--- src/hdl/fsprw_pkg.sv ---
package fsprw_pkg;

    // *****************************************************************
    // Flash geometry (word addressed)
    // *****************************************************************
    localparam int unsigned ADDR_W     = 16;
    localparam int unsigned DATA_W     = 16;
    localparam int unsigned WORD_W     = 7;
    localparam int unsigned PAGE_W     = ADDR_W - WORD_W;

    // Fixed border of the region that halts the CPU while programmed
    localparam logic [15:0] NO_READ_WHILE_WRITE_REGION_START = 16'hF000;

    // First word of the boot part for each boot-size fuse value
    localparam logic [15:0] BOOT_START_0 = 16'hF000;
    localparam logic [15:0] BOOT_START_1 = 16'hF800;
    localparam logic [15:0] BOOT_START_2 = 16'hFC00;
    localparam logic [15:0] BOOT_START_3 = 16'hFE00;

    // *****************************************************************
    // Register port
    // *****************************************************************
    localparam logic [7:0] REG_CTRL_ADDR = 8'h00;
    localparam logic [7:0] REG_STAT_ADDR = 8'h01;
    localparam logic [7:0] CTRL_RST      = 8'h00;

    localparam int unsigned CTRL_EN_BIT   = 0;
    localparam int unsigned CTRL_BUSY_BIT = 6;
    localparam int unsigned CTRL_IE_BIT   = 7;

    // Command patterns in control bits 5..0
    localparam logic [5:0] CMD_LOAD  = 6'h01;
    localparam logic [5:0] CMD_ERASE = 6'h03;
    localparam logic [5:0] CMD_WRITE = 6'h05;
    localparam logic [5:0] CMD_REEN  = 6'h11;
    localparam logic [5:0] CMD_NONE  = 6'h00;

    // Lock pair: bit 0 low blocks programming, bit 1 low blocks cross reads
    localparam int unsigned LOCK_WR_BIT = 0;
    localparam int unsigned LOCK_RD_BIT = 1;

    // *****************************************************************
    // Timing
    // *****************************************************************
    localparam int unsigned CLK_MHZ      = 100;
    localparam logic [2:0]  SPM_WIN_CYC  = 3'h4;
    localparam int unsigned PROG_TIME_US = 4000;
    localparam int unsigned PROG_CYC     = PROG_TIME_US * CLK_MHZ;

    // *****************************************************************
    // Sequencer states
    // *****************************************************************
    typedef enum logic [3:0] {
        ST_IDLE      = 4'b0001,
        ST_ARMED     = 4'b0010,
        ST_PROG_RWW  = 4'b0100,
        ST_PROG_NO_READ_WHILE_WRITE_REGION = 4'b1000
    } fsprw_state_type;

endpackage

--- src/hdl/fsprw_ctrl.sv ---
// Function
// - Ignore store instruction fetched from application part
// - Start programming only from boot part fetch
// - Boot code may program any page
// - Boot border set by boot size fuses
// - Application lock pair guards application part
// - Boot lock pair guards boot part
// - Fixed border between rewrite and halt regions
// - Rewrite region programming keeps other reads working
// - Halt region programming stalls the CPU
// - No valid rewrite region data while programming
// - Boot part always inside halt region
// - Busy flag reads one while reads blocked
//
// Our own choices: the strobed register port and the address map.
`timescale 1ns/1ps
module fsprw_ctrl
    import fsprw_pkg::*;
#(
    parameter int unsigned PROG_CYCLES = fsprw_pkg::PROG_CYC
) (
    input  wire logic                 ref_clk,
    input  wire logic                 srst,
    input  wire logic [7:0]           reg_addr,
    input  wire logic [7:0]           reg_wdata,
    input  wire logic                 reg_we,
    input  wire logic                 reg_re,
    output logic [7:0]                reg_rdata,
    input  wire logic [1:0]           boot_size_fuses,
    input  wire logic [1:0]           application_lock_pair,
    input  wire logic [1:0]           boot_lock_pair,
    input  wire logic                 spm_req,
    input  wire logic [15:0]          spm_fetch_addr,
    input  wire logic [15:0]          spm_target_addr,
    input  wire logic [15:0]          spm_data,
    input  wire logic                 cpu_rd_req,
    input  wire logic [15:0]          cpu_rd_addr,
    input  wire logic [15:0]          cpu_rd_from,
    input  wire logic [15:0]          flash_rd_data,
    output logic [15:0]               cpu_rd_data,
    output logic                      cpu_rd_valid,
    output logic                      cpu_halt,
    output logic                      spm_done,
    output logic                      buf_wr_en,
    output logic [6:0]                buf_word_addr,
    output logic [15:0]               buf_wr_data,
    output logic                      buf_clear,
    output logic                      flash_erase_start,
    output logic                      flash_write_start,
    output logic [8:0]                flash_page_addr,
    output logic                      rww_read_block
);
    import fsprw_pkg::*;

    // *****************************************************************
    // Declarations
    // *****************************************************************
    fsprw_state_type state_ff, nxt_state;
    logic [5:0]  fuse_meta_ff, fuse_ff;
    logic [5:0]  cmd_ff, nxt_cmd;
    logic [2:0]  win_ff, nxt_win;
    logic        ie_ff, rww_busy_ff, nxt_rww_busy;
    logic        halt_ff, done_ff;
    logic [7:0]  rdata_ff;
    logic [15:0] rd_data_ff;
    logic        rd_valid_ff;
    logic        bwr_ff, bclr_ff, ers_ff, wrt_ff;
    logic [6:0]  bword_ff;
    logic [15:0] bdata_ff;
    logic [8:0]  page_ff;
    logic [15:0] boot_start;
    logic        fetch_boot, fetch_no_read_while_write_region, tgt_boot, tgt_no_read_while_write_region;
    logic        rd_boot, rd_no_read_while_write_region, from_boot, from_no_read_while_write_region;
    logic        op_busy, op_done, op_start;

    function automatic logic fsprw_is_arm(input logic [5:0] c);
        fsprw_is_arm = (c == CMD_LOAD) || (c == CMD_ERASE) || (c == CMD_WRITE);
    endfunction

    function automatic logic fsprw_is_prog(input logic [5:0] c);
        fsprw_is_prog = (c == CMD_ERASE) || (c == CMD_WRITE);
    endfunction

    // *****************************************************************
    // Fuse and lock pin synchroniser
    // *****************************************************************
    // Pins come from outside the clock domain, two stages before use
    always_ff @(posedge ref_clk) begin
        if (srst) begin
            fuse_meta_ff <= 6'h3F;
            fuse_ff      <= 6'h3F;
        end else begin
            fuse_meta_ff <= {boot_lock_pair, application_lock_pair, boot_size_fuses};
            fuse_ff      <= fuse_meta_ff;
        end
    end

    // *****************************************************************
    // Region decode
    // *****************************************************************
    // Largest boot part still starts at the fixed halt border
    assign boot_start = (fuse_ff[1:0] == 2'h0) ? BOOT_START_0 :
                        (fuse_ff[1:0] == 2'h1) ? BOOT_START_1 :
                        (fuse_ff[1:0] == 2'h2) ? BOOT_START_2 : BOOT_START_3;

    fsprw_region_map u_map_fetch (
        .addr       (spm_fetch_addr),
        .boot_start (boot_start),
        .in_boot    (fetch_boot),
        .in_no_read_while_write_region    (fetch_no_read_while_write_region)
    );
    fsprw_region_map u_map_tgt (
        .addr       (spm_target_addr),
        .boot_start (boot_start),
        .in_boot    (tgt_boot),
        .in_no_read_while_write_region    (tgt_no_read_while_write_region)
    );
    fsprw_region_map u_map_rd (
        .addr       (cpu_rd_addr),
        .boot_start (boot_start),
        .in_boot    (rd_boot),
        .in_no_read_while_write_region    (rd_no_read_while_write_region)
    );
    fsprw_region_map u_map_from (
        .addr       (cpu_rd_from),
        .boot_start (boot_start),
        .in_boot    (from_boot),
        .in_no_read_while_write_region    (from_no_read_while_write_region)
    );

    // *****************************************************************
    // Command acceptance
    // *****************************************************************
    logic ctrl_wr, arm_wr, reen_wr, spm_take, lock_ok, tgt_in_app;
    logic cross_rd_ok, rd_ok, in_prog;

    assign in_prog  = (state_ff == ST_PROG_RWW) || (state_ff == ST_PROG_NO_READ_WHILE_WRITE_REGION);
    assign ctrl_wr  = reg_we && (reg_addr == REG_CTRL_ADDR);
    // Writes while programming are dropped, the command is already latched
    assign arm_wr   = ctrl_wr && !in_prog && reg_wdata[CTRL_EN_BIT]
                      && fsprw_is_arm(reg_wdata[5:0]);
    assign reen_wr  = ctrl_wr && !in_prog && (reg_wdata[5:0] == CMD_REEN);
    // Only a store fetched from the boot part is acted on
    assign spm_take = (state_ff == ST_ARMED) && spm_req && fetch_boot;
    // Any page is a legal target, the matching lock pair decides
    assign tgt_in_app = !tgt_boot;
    assign lock_ok  = tgt_in_app ? fuse_ff[2 + LOCK_WR_BIT]
                                 : fuse_ff[4 + LOCK_WR_BIT];
    assign op_start = spm_take && fsprw_is_prog(cmd_ff) && lock_ok;

    fsprw_op_timer #(
        .CYCLES (PROG_CYCLES)
    ) u_timer (
        .ref_clk (ref_clk),
        .srst    (srst),
        .start   (op_start),
        .busy    (op_busy),
        .done    (op_done)
    );

    // *****************************************************************
    // Sequencer next state
    // *****************************************************************
    always_comb begin
        nxt_state = state_ff;
        nxt_cmd   = cmd_ff;
        nxt_win   = win_ff;
        unique case (state_ff)
            ST_IDLE: begin
                if (arm_wr) begin
                    nxt_state = ST_ARMED;
                    nxt_cmd   = reg_wdata[5:0];
                    nxt_win   = SPM_WIN_CYC;
                end
            end
            ST_ARMED: begin
                if (spm_take) begin
                    // Halt region target stalls, rewrite region runs on
                    nxt_state = !op_start ? ST_IDLE :
                                (tgt_no_read_while_write_region ? ST_PROG_NO_READ_WHILE_WRITE_REGION : ST_PROG_RWW);
                    nxt_cmd   = op_start ? cmd_ff : CMD_NONE;
                    nxt_win   = 3'h0;
                end else if (arm_wr) begin
                    nxt_cmd   = reg_wdata[5:0];
                    nxt_win   = SPM_WIN_CYC;
                end else if (win_ff == 3'h1) begin
                    // Store too late: the pattern lapses
                    nxt_state = ST_IDLE;
                    nxt_cmd   = CMD_NONE;
                    nxt_win   = 3'h0;
                end else begin
                    nxt_win   = win_ff - 3'h1;
                end
            end
            ST_PROG_RWW, ST_PROG_NO_READ_WHILE_WRITE_REGION: begin
                if (op_done) begin
                    nxt_state = ST_IDLE;
                    nxt_cmd   = CMD_NONE;
                end
            end
        endcase
    end

    // Set wins over a software clear in the same cycle
    assign nxt_rww_busy = (op_start && !tgt_no_read_while_write_region) ? 1'b1 :
                          (reen_wr ? 1'b0 : rww_busy_ff);

    always_ff @(posedge ref_clk) begin
        if (srst) begin
            state_ff    <= ST_IDLE;
            cmd_ff      <= CMD_NONE;
            win_ff      <= 3'h0;
            rww_busy_ff <= 1'b0;
            ie_ff       <= CTRL_RST[CTRL_IE_BIT];
        end else begin
            state_ff    <= nxt_state;
            cmd_ff      <= nxt_cmd;
            win_ff      <= nxt_win;
            rww_busy_ff <= nxt_rww_busy;
            ie_ff       <= (ctrl_wr && !in_prog) ? reg_wdata[CTRL_IE_BIT] : ie_ff;
        end
    end

    // *****************************************************************
    // CPU halt, completion and flash strobes
    // *****************************************************************
    // Halt lifts with the done pulse so the next instruction runs
    always_ff @(posedge ref_clk) begin
        if (srst) begin
            halt_ff <= 1'b0;
            done_ff <= 1'b0;
            bwr_ff  <= 1'b0;
            bclr_ff <= 1'b0;
            ers_ff  <= 1'b0;
            wrt_ff  <= 1'b0;
            page_ff <= 9'h000;
            bword_ff <= 7'h00;
            bdata_ff <= 16'h0000;
        end else begin
            halt_ff <= (op_start && tgt_no_read_while_write_region) ? 1'b1 :
                       (op_done ? 1'b0 : halt_ff);
            done_ff <= (spm_req && !(op_start && tgt_no_read_while_write_region) && !halt_ff)
                       || (op_done && (state_ff == ST_PROG_NO_READ_WHILE_WRITE_REGION));
            bwr_ff  <= spm_take && (cmd_ff == CMD_LOAD);
            bclr_ff <= reen_wr || (op_done && (cmd_ff == CMD_WRITE));
            ers_ff  <= op_start && (cmd_ff == CMD_ERASE);
            wrt_ff  <= op_start && (cmd_ff == CMD_WRITE);
            page_ff <= op_start ? spm_target_addr[15:WORD_W] : page_ff;
            bword_ff <= spm_take ? spm_target_addr[WORD_W-1:0] : bword_ff;
            bdata_ff <= spm_take ? spm_data : bdata_ff;
        end
    end

    // *****************************************************************
    // CPU read gate
    // *****************************************************************
    // Fetching the busy region is the CPU's job to avoid; data is masked
    assign cross_rd_ok = (rd_boot == from_boot) ? 1'b1 :
                         (rd_boot ? fuse_ff[4 + LOCK_RD_BIT]
                                  : fuse_ff[2 + LOCK_RD_BIT]);
    assign rd_ok = cross_rd_ok && !(rww_busy_ff && !rd_no_read_while_write_region) && !halt_ff;

    always_ff @(posedge ref_clk) begin
        if (srst) begin
            rd_valid_ff <= 1'b0;
            rd_data_ff  <= 16'h0000;
        end else begin
            rd_valid_ff <= cpu_rd_req && rd_ok;
            rd_data_ff  <= (cpu_rd_req && rd_ok) ? flash_rd_data : 16'h0000;
        end
    end

    // *****************************************************************
    // Register read port
    // *****************************************************************
    logic [7:0] ctrl_view, stat_view;
    assign ctrl_view = {ie_ff, rww_busy_ff, cmd_ff};
    assign stat_view = {4'h0, op_busy, halt_ff, in_prog, state_ff == ST_ARMED};

    always_ff @(posedge ref_clk) begin
        if (srst) begin
            rdata_ff <= 8'h00;
        end else begin
            rdata_ff <= !reg_re ? 8'h00 :
                        (reg_addr == REG_CTRL_ADDR) ? ctrl_view :
                        (reg_addr == REG_STAT_ADDR) ? stat_view : 8'h00;
        end
    end

    assign reg_rdata         = rdata_ff;
    assign cpu_rd_data       = rd_data_ff;
    assign cpu_rd_valid      = rd_valid_ff;
    assign cpu_halt          = halt_ff;
    assign spm_done          = done_ff;
    assign buf_wr_en         = bwr_ff;
    assign buf_word_addr     = bword_ff;
    assign buf_wr_data       = bdata_ff;
    assign buf_clear         = bclr_ff;
    assign flash_erase_start = ers_ff;
    assign flash_write_start = wrt_ff;
    assign flash_page_addr   = page_ff;
    assign rww_read_block    = rww_busy_ff;
endmodule

--- src/hdl/fsprw_op_timer.sv ---
`timescale 1ns/1ps
module fsprw_op_timer #(
    parameter int unsigned CYCLES = 400000
) (
    input  wire logic ref_clk,
    input  wire logic srst,
    input  wire logic start,
    output logic      busy,
    output logic      done
);

    // *****************************************************************
    // Programming duration counter
    // *****************************************************************
    logic [31:0] cnt_ff;
    logic [31:0] nxt_cnt;
    logic        done_ff;

    // Restart wins over a running count
    assign nxt_cnt = start ? 32'(CYCLES) :
                     ((cnt_ff != 32'h0) ? (cnt_ff - 32'h1) : 32'h0);
    assign busy    = (cnt_ff != 32'h0);
    assign done    = done_ff;

    // Done pulses once when the count runs out
    always_ff @(posedge ref_clk) begin
        if (srst) begin
            cnt_ff  <= 32'h0;
            done_ff <= 1'b0;
        end else begin
            cnt_ff  <= nxt_cnt;
            done_ff <= (cnt_ff == 32'h1) && !start;
        end
    end

endmodule

--- src/hdl/fsprw_region_map.sv ---
`timescale 1ns/1ps
module fsprw_region_map
    import fsprw_pkg::*;
(
    input  wire logic [15:0] addr,
    input  wire logic [15:0] boot_start,
    output logic             in_boot,
    output logic             in_no_read_while_write_region
);
    import fsprw_pkg::*;

    // *****************************************************************
    // Address classification
    // *****************************************************************
    // Boot border moves with fuses, the halt border never does
    assign in_boot = (addr >= boot_start);
    assign in_no_read_while_write_region = (addr >= NO_READ_WHILE_WRITE_REGION_START);

endmodule

--- config.mk ---
export PLATFORM = sky130hd
export DESIGN_NAME = fsprw_ctrl
export DESIGN_NICKNAME = d
export VERILOG_FILES = /design/src/hdl/fsprw_pkg.sv /design/src/hdl/fsprw_ctrl.sv /design/src/hdl/fsprw_op_timer.sv /design/src/hdl/fsprw_region_map.sv
export SDC_FILE = /design/constraint.sdc
export NUM_CORES = 1
export LEC_CHECK = 0
export ABC_AREA = 0
export BUFFER_PORTS_ARGS = -buffer_cell sky130_fd_sc_hd__clkbuf_2
export CAP_MARGIN = 10
export CORE_MARGIN = 1
export CORE_UTILIZATION = 50
export CTS_CLUSTER_SIZE = 12
export DETAILED_ROUTE_END_ITERATION = 10
export HOLD_SLACK_MARGIN = 0.1
export PLACE_DENSITY = 0.81
export SLEW_MARGIN = 20
export SYNTH_ARGS = -nofsm -noshare
export SYNTH_HDL_FRONTEND = slang
export SYNTH_SLANG_ARGS = --single-unit
--- constraint.sdc ---
create_clock -name ref_clk -period 5.3 [get_ports ref_clk]
set_clock_uncertainty 0.15 [all_clocks]
set_input_delay 1.325 -clock ref_clk [delete_from_list [all_inputs] [get_ports ref_clk]]
set_output_delay 1.325 -clock ref_clk [all_outputs]
set_load 0.05 [all_outputs]
Yosys cells after proc, flatten, opt, wreduce, memory -nomap -nowiden
Index checks and enable logic that the tools add are counted.
{"block": "totals", "register_bits": 123, "latch_bits": 0, "ram_bits": 0, "romBits": 0, "inputBits": 124, "out_inout_bits": 64, "elab_cells": 139, "memories": 0}
{"block": "classes", "add_sub_neg": 2, "multipliers": 0, "div": 0, "magnitude_cmp": 6, "eq_ne": 23, "n_shift": 0, "n_mux": 34, "n_bitwise": 3, "n_reduce_logical": 49}
{"op": "$ge 16x16->1", "count": 4}
{"op": "$mux 19", "count": 2}
{"op": "$mux 6", "count": 6}
{"op": "$eq 32x1->1 const B", "count": 1}
{"op": "$ge 16x16->1 const B", "count": 2}
{"op": "$mux 4", "count": 8}
{"op": "$reduce_bool 32->1", "count": 1}
{"op": "$sub 32x1->32 const B", "count": 1}
{"op": "$logic_and 1x1->1", "count": 23}
{"op": "$pmux 6 s3", "count": 1}
{"op": "$eq 6x1->1 const B", "count": 2}
{"op": "$eq 6x2->1 const B", "count": 2}
{"op": "$eq 6x3->1 const B", "count": 2}
{"op": "$mux 12", "count": 1}
{"op": "$mux 3", "count": 4}
{"op": "$pmux 4 s3", "count": 1}
{"op": "$mux 11", "count": 1}
{"op": "$mux 10", "count": 1}
{"op": "$eq 8x1->1 const B", "count": 1}
{"op": "$logic_not 8->1", "count": 1}
{"op": "$mux 8", "count": 1}
{"op": "$reduce_and 4->1", "count": 2}
{"op": "$logic_not 1->1", "count": 7}
{"op": "$mux 1", "count": 7}
{"op": "23 further kinds", "count": 35}

Longest topological paths before layout
{"block": "logic_depth", "ltp_word": 13, "mapped_depth": 11, "depth_no_buf": 8}

Cells and area by module
From an unflattened synthesis, not the netlist that was laid out.
{"block": "unflattened", "hier_cells": 769, "hier_area_um2": 6665.1}
{"module": "fsprw_ctrl", "instances": 1, "cells_each": 367, "area_per_inst_um2": 3410.8, "seq_area_each_um2": 1801.7}
{"module": "fsprw_region_map", "instances": 4, "cells_each": 56, "area_per_inst_um2": 407.9, "seq_area_each_um2": 0.0}
{"module": "fsprw_op_timer", "instances": 1, "cells_each": 178, "area_per_inst_um2": 1622.8, "seq_area_each_um2": 660.6}

Worst setup path after synthesis
Ideal clock, no wire load.
{"block": "synth_timing", "kind": "input to register", "startpoint": "in spm_target_addr[10]", "endpoint": "reg page_ff[0], in the netlist flash_page_addr[0]", "setup_ps": 128, "t_arrival_ps": 3548, "required_time_ps": 5022, "slack_ps": 1475, "path_stages": 8, "path_buffers": 1, "path_cell_list": "ha_1 or4b_2 nor4_1 nor3b_1 o2111ai_1 clkbuf_1 mux2i_1 nor2_1"}
{"block": "synth_between", "elab_chain_cells": 3}
{"item": "from (decl)", "line_no": "fsprw_ctrl.sv:34", "rtl": "input wire logic [15:0] spm_target_addr,"}
{"item": "$ge 16x16->1", "line_no": "fsprw_region_map.sv:16", "rtl": "assign in_boot = (addr >= boot_start);"}
{"item": "$mux 1", "line_no": "fsprw_ctrl.sv:147", "rtl": "assign lock_ok = tgt_in_app ? fuse_ff[2 + LOCK_WR_BIT]"}
{"item": "$logic_and 1x1->1", "line_no": "fsprw_ctrl.sv:149", "rtl": "assign op_start = spm_take && fsprw_is_prog(cmd_ff) && lock_ok;"}
{"item": "to (signal assigned)", "line_no": "fsprw_ctrl.sv:248", "rtl": "page_ff <= op_start ? spm_target_addr[15:WORD_W] : page_ff;"}
{"item": "to (decl)", "line_no": "fsprw_ctrl.sv:70", "rtl": "logic [8:0] page_ff;"}
Every way passes these cells.
A chain may end at the register's enable or synchronous reset.

Final worst setup path
{"block": "layout_timing", "startpoint": "in spm_target_addr[10]", "endpoint": "reg u_timer.cnt_ff[3]"}
{"block": "layout_between", "elab_chain_cells": 4}
{"item": "$ge 16x16->1", "line_no": "fsprw_region_map.sv:16"}
{"item": "$mux 1", "line_no": "fsprw_ctrl.sv:147"}
{"item": "$logic_and 1x1->1", "line_no": "fsprw_ctrl.sv:149"}
{"item": "$reduce_or 3->1 (no source line)"}
{"item": "to (signal assigned)", "line_no": "fsprw_op_timer.sv:31", "rtl": "cnt_ff <= nxt_cnt;"}
{"item": "to (decl)", "line_no": "fsprw_op_timer.sv:15", "rtl": "logic [31:0] cnt_ff;"}
Every way passes these cells.

==> run_summary.xml <==
<?xml version="1.0" encoding="UTF-8"?>
<metrics>
  <group name="grt">
    <metric name="number_of_antenna_violations_at_the_first_check_in_global_routing" unit="">0</metric>
    <metric name="grt_util_all_layers" unit="%">25.4</metric>
    <metric name="grt_max_degree" unit="">66</metric>
    <metric name="global_routing_usage_on_met3" unit="%">5.97</metric>
    <metric name="use_met1" unit="%">30.4</metric>
    <metric name="grt.met2_usage" unit="%">43.5</metric>
    <metric name="global_route_wire_length_before_repair" unit="mm">20.6</metric>
    <metric name="gr-total-overflow" unit="">0</metric>
    <metric name="grt_pass1_vias" unit="">4426</metric>
    <metric name="grt-busiest-layer" unit="">met2</metric>
  </group>
  <group name="layout">
    <metric name="final.fill_count" unit="">793</metric>
    <metric name="post_route_cells_drive_above_1_share" unit="%">33.4</metric>
    <metric name="area.growth.synth_to_final" unit="%">32.9</metric>
    <metric name="seqCellArea" unit="mm²">0.00246</metric>
    <metric name="antenna_cells_inserted" unit="">0</metric>
    <metric name="finish.cell_count_without_fillers" unit="">875</metric>
    <metric name="net_count_reported_at_finish" unit="">869</metric>
    <metric name="total_area_of_multi_input_combinational_cells" unit="mm²">0.00253</metric>
  </group>
  <group name="sta">
    <metric name="finalHoldViolCount" unit="">0</metric>
    <metric name="timing_max_transition_violations_final" unit="">0</metric>
    <metric name="maxClockFrequency" unit="MHz">253</metric>
    <metric name="setup_violations" unit="">0</metric>
    <metric name="period_share" unit="%">74.6</metric>
    <metric name="maxSlewHeadroom" unit="%">36.0</metric>
    <metric name="grt_setup_unrepaired" unit="">false</metric>
    <metric name="setup-tns-final" unit="ns">0</metric>
    <metric name="slew_at_the_pin_closest_to_its_max_slew_limit" unit="ns">0.947</metric>
    <metric name="period_minus_slack" unit="ns">3.95</metric>
  </group>
  <group name="clocking">
    <metric name="worst_skew_pair.late_latency" unit="ns">0.52</metric>
    <metric name="number_of_levels_in_the_clock_h_tree" unit="">4</metric>
    <metric name="tritoncts_num_sinks" unit="">123</metric>
    <metric name="clock_transition_at_path_regs" unit="ns">0.06</metric>
    <metric name="clk_root_buffer_cell" unit="">sky130_fd_sc_hd__clkbuf_8</metric>
    <metric name="clock_tree_from_tritoncts" unit="">yes</metric>
    <metric name="cts-buffers-inserted" unit="">17</metric>
    <metric name="cts_post_setup_buffers_inserted" unit="">0</metric>
    <metric name="ctsHoldBuffers" unit="">0</metric>
    <metric name="post_cts_resized" unit="">0</metric>
    <metric name="clk_path_buf_depth" unit="">2</metric>
  </group>
  <group name="placed_design">
    <metric name="dpl.hpwl" unit="mm">9.66</metric>
    <metric name="replace_congestion" unit="">0.822</metric>
    <metric name="placedCellCount" unit="">843</metric>
    <metric name="io_buffer_count" unit="">186</metric>
  </group>
  <group name="detailed_routing">
    <metric name="drt_iter0_drc" unit="">196</metric>
    <metric name="router_iterations_before_antenna_repair" unit="">5</metric>
    <metric name="routed_wirelength" unit="mm">13.2</metric>
    <metric name="drtAntennaViolNets" unit="">0</metric>
    <metric name="wl_per_cell" unit="µm">15.1</metric>
    <metric name="vias" unit="">4703</metric>
    <metric name="vias_per_cell" unit="">5.37</metric>
    <metric name="drcViolationCount" unit="">0</metric>
  </group>
  <group name="power_and_ir_drop">
    <metric name="highest_ir_drop_seen_on_vdd" unit="mV">0.244</metric>
    <metric name="p_per_area" unit="mW/mm²">447</metric>
    <metric name="total_power" unit="mW">3.03</metric>
    <metric name="leakage" unit="nW">3.11</metric>
  </group>
  <group name="setup_path">
    <metric name="setup.worst_path.start" unit="">spm_target_addr[10]</metric>
    <metric name="crit_path_max_fanout" unit="">24</metric>
    <metric name="setup.worst_path.end_class" unit="">flop</metric>
    <metric name="worst_endpoint_required_time" unit="ns">5.58</metric>
    <metric name="timing.setup.critical_path_class" unit="">input port to flop</metric>
    <metric name="crit_arrival" unit="ns">4.23</metric>
    <metric name="reg2reg_from" unit="">u_timer.cnt_ff[20]$_SDFF_PP0_</metric>
    <metric name="startpoint_class_of_the_critical_path" unit="">input port</metric>
  </group>
  <group name="die">
    <metric name="die_area" unit="mm²">0.0106</metric>
    <metric name="die-width" unit="µm">103</metric>
    <metric name="core.rowCount" unit="">36</metric>
    <metric name="die_height" unit="µm">103</metric>
    <metric name="start_util" unit="%">52.0</metric>
    <metric name="pin_count" unit="">188</metric>
    <metric name="placeableCoreArea" unit="mm²">0.00982</metric>
  </group>
  <group name="synth">
    <metric name="sequential_to_total_area_share_from_yosys_stat" unit="%">48.2</metric>
    <metric name="synth.cells.most_frequent" unit="">123 x sky130_fd_sc_hd__dfxtp_1, 89 x sky130_fd_sc_hd__nor2_1, 42 x sky130_fd_sc_hd__mux2i_1</metric>
    <metric name="syn_nets" unit="">683</metric>
    <metric name="ys_top_cells_by_area" unit="">sky130_fd_sc_hd__dfxtp_1 48%, sky130_fd_sc_hd__mux2i_1 8.2%, sky130_fd_sc_hd__nor2_1 6.5%</metric>
    <metric name="synth_largest_area_cell" unit="">sky130_fd_sc_hd__dfxtp_1</metric>
    <metric name="ys_flop_type" unit="">sky130_fd_sc_hd__dfxtp_1</metric>
    <metric name="synth_enable_flop_cells" unit="">0</metric>
    <metric name="synthCells" unit="">543</metric>
    <metric name="most_instantiated_library_cell_after_synthesis" unit="">sky130_fd_sc_hd__dfxtp_1</metric>
    <metric name="syn_avg_cell_area" unit="µm²">9.40</metric>
    <metric name="synth_seq_cells" unit="">123</metric>
    <metric name="synth.distinct_cells" unit="">53</metric>
    <metric name="yosysWarningCount" unit="">0</metric>
    <metric name="syn-cell-area" unit="mm²">0.00510</metric>
    <metric name="asyncSetResetFlopFracSynth" unit="%">0</metric>
    <metric name="synth.top_cell.area_share" unit="%">48.2</metric>
  </group>
  <group name="outcome">
    <metric name="run_status" unit="">complete, no violations</metric>
  </group>
  <group name="run">
    <metric name="cap_violations" unit="">0</metric>
  </group>
  <group name="min_path">
    <metric name="worst_hold_path_type" unit="">flop to flop</metric>
    <metric name="holdCritStartpoint" unit="">fuse_meta_ff[3]$_SDFF_PP1_</metric>
  </group>
</metrics>
==> final cells by class <==
type                       count  share of cell area [%]
tap                          133                    2.45
multi-input combinational    383                    37.2
sequential                   123                    36.3
timing repair buffer         191                    14.3
inverter                      13                   0.719
clock buffer                  18                    6.31
clock inverter                14                    2.73
==> through the flow <==
step                      setup WS (ns)  hold slack (ns)  util, %  instance area [µm²]
after floorplan                    1.47            0.239        -                 5100
after global placement            0.925            0.246     62.7                 6160
after detailed placement          0.852            0.248     62.7                 6160
after CTS                          1.35            0.256     69.0                 6770
after global routing               1.08            0.277     69.1                 6790
final                              1.35            0.256     69.1                 6790
==> flip-flops by register name, indices dropped and copies added (netlist names) <==
signal	flops
buf_wr_data	16
flash_erase_start	1
cpu_halt	1
state_ff	4
u_timer.done	1
flash_write_start	1
buf_wr_en	1
cpu_rd_valid	1
cpu_rd_data	16
ie_ff	1
win_ff	3
cmd_ff	6
u_timer.cnt_ff	32
reg_rdata	8
rww_read_block	1
buf_clear	1
buf_word_addr	7
fuse_ff	6
spm_done	1
fuse_meta_ff	6
flash_page_addr	9
==> cells in the final DEF (no fill, tap or decap), types with 6 or more instances in the layout <==
cell and count:
sky130_fd_sc_hd__a21oi_1 25, sky130_fd_sc_hd__nand2_1 33, sky130_fd_sc_hd__nor4_1 13, sky130_fd_sc_hd__nand4_1 6, sky130_fd_sc_hd__or4_1 6, sky130_fd_sc_hd__xor2_1 14
sky130_fd_sc_hd__nor2_1 89, sky130_fd_sc_hd__inv_1 13, sky130_fd_sc_hd__mux2i_1 42, sky130_fd_sc_hd__ha_1 16, sky130_fd_sc_hd__or3_1 8, sky130_fd_sc_hd__nor4b_1 6
sky130_fd_sc_hd__clkbuf_2 186, sky130_fd_sc_hd__dfxtp_1 123, sky130_fd_sc_hd__clkinv_4 6, sky130_fd_sc_hd__xnor2_1 11, sky130_fd_sc_hd__and2_1 22, sky130_fd_sc_hd__nand2b_1 6
sky130_fd_sc_hd__nand3_1 9, sky130_fd_sc_hd__clkbuf_16 16, sky130_fd_sc_hd__or2_2 14, sky130_fd_sc_hd__nor3_1 7
==> critical path, stage by stage <==
cell and delay (ns):
sky130_fd_sc_hd__clkbuf_2 0.10, sky130_fd_sc_hd__ha_1 0.29, sky130_fd_sc_hd__or4b_2 0.58, sky130_fd_sc_hd__nor4_1 0.36
sky130_fd_sc_hd__nor3b_1 0.12, sky130_fd_sc_hd__o2111ai_2 0.20, sky130_fd_sc_hd__buf_4 0.24, sky130_fd_sc_hd__nand3_1 0.68
sky130_fd_sc_hd__a21oi_1 0.33
==> power by group <==
group	switching, mW	internal [mW]	leakage, nW
clock	0.448	0.739	0.297
sequential	0.0896	1.03	1.00
combinational	0.429	0.298	1.82
total	0.967	2.07	3.11
==> routing by layer <==
| layer | part of all wire (%) | vias to the layer above |
|---|---|---|
| met5 | 0 | - |
| met4 | 2.4 | 0 |
| met3 | 5.4 | 29 |
| met2 | 51 | 160 |
| met1 | 41 | 2242 |
| li1 | - | 2272 |
==> path summary, 6_finish.rpt <==
path	slack, ns	end	cells past startpoint
max	1.35	u_timer.cnt_ff[3]$_SDFF_PP0_	9
min	0.26	fuse_ff[3]$_SDFF_PP1_	1
max reg2reg	1.73	u_timer.cnt_ff[20]$_SDFF_PP0_	6
min reg2reg	0.26	fuse_ff[3]$_SDFF_PP1_	1
==> logic make-up after synthesis <==
logic type | after synthesis | share of synthesized area [%]
compound gates | 54 | 7.08
xor+xnor | 25 | 4.29
fa+ha+maj | 16 | 3.92
flops | 123 | 48.2
simple gates | 246 | 25.5
buf+inv | 37 | 2.77
mux | 42 | 8.24
No activity file was read; power rests on OpenSTA's default activity.
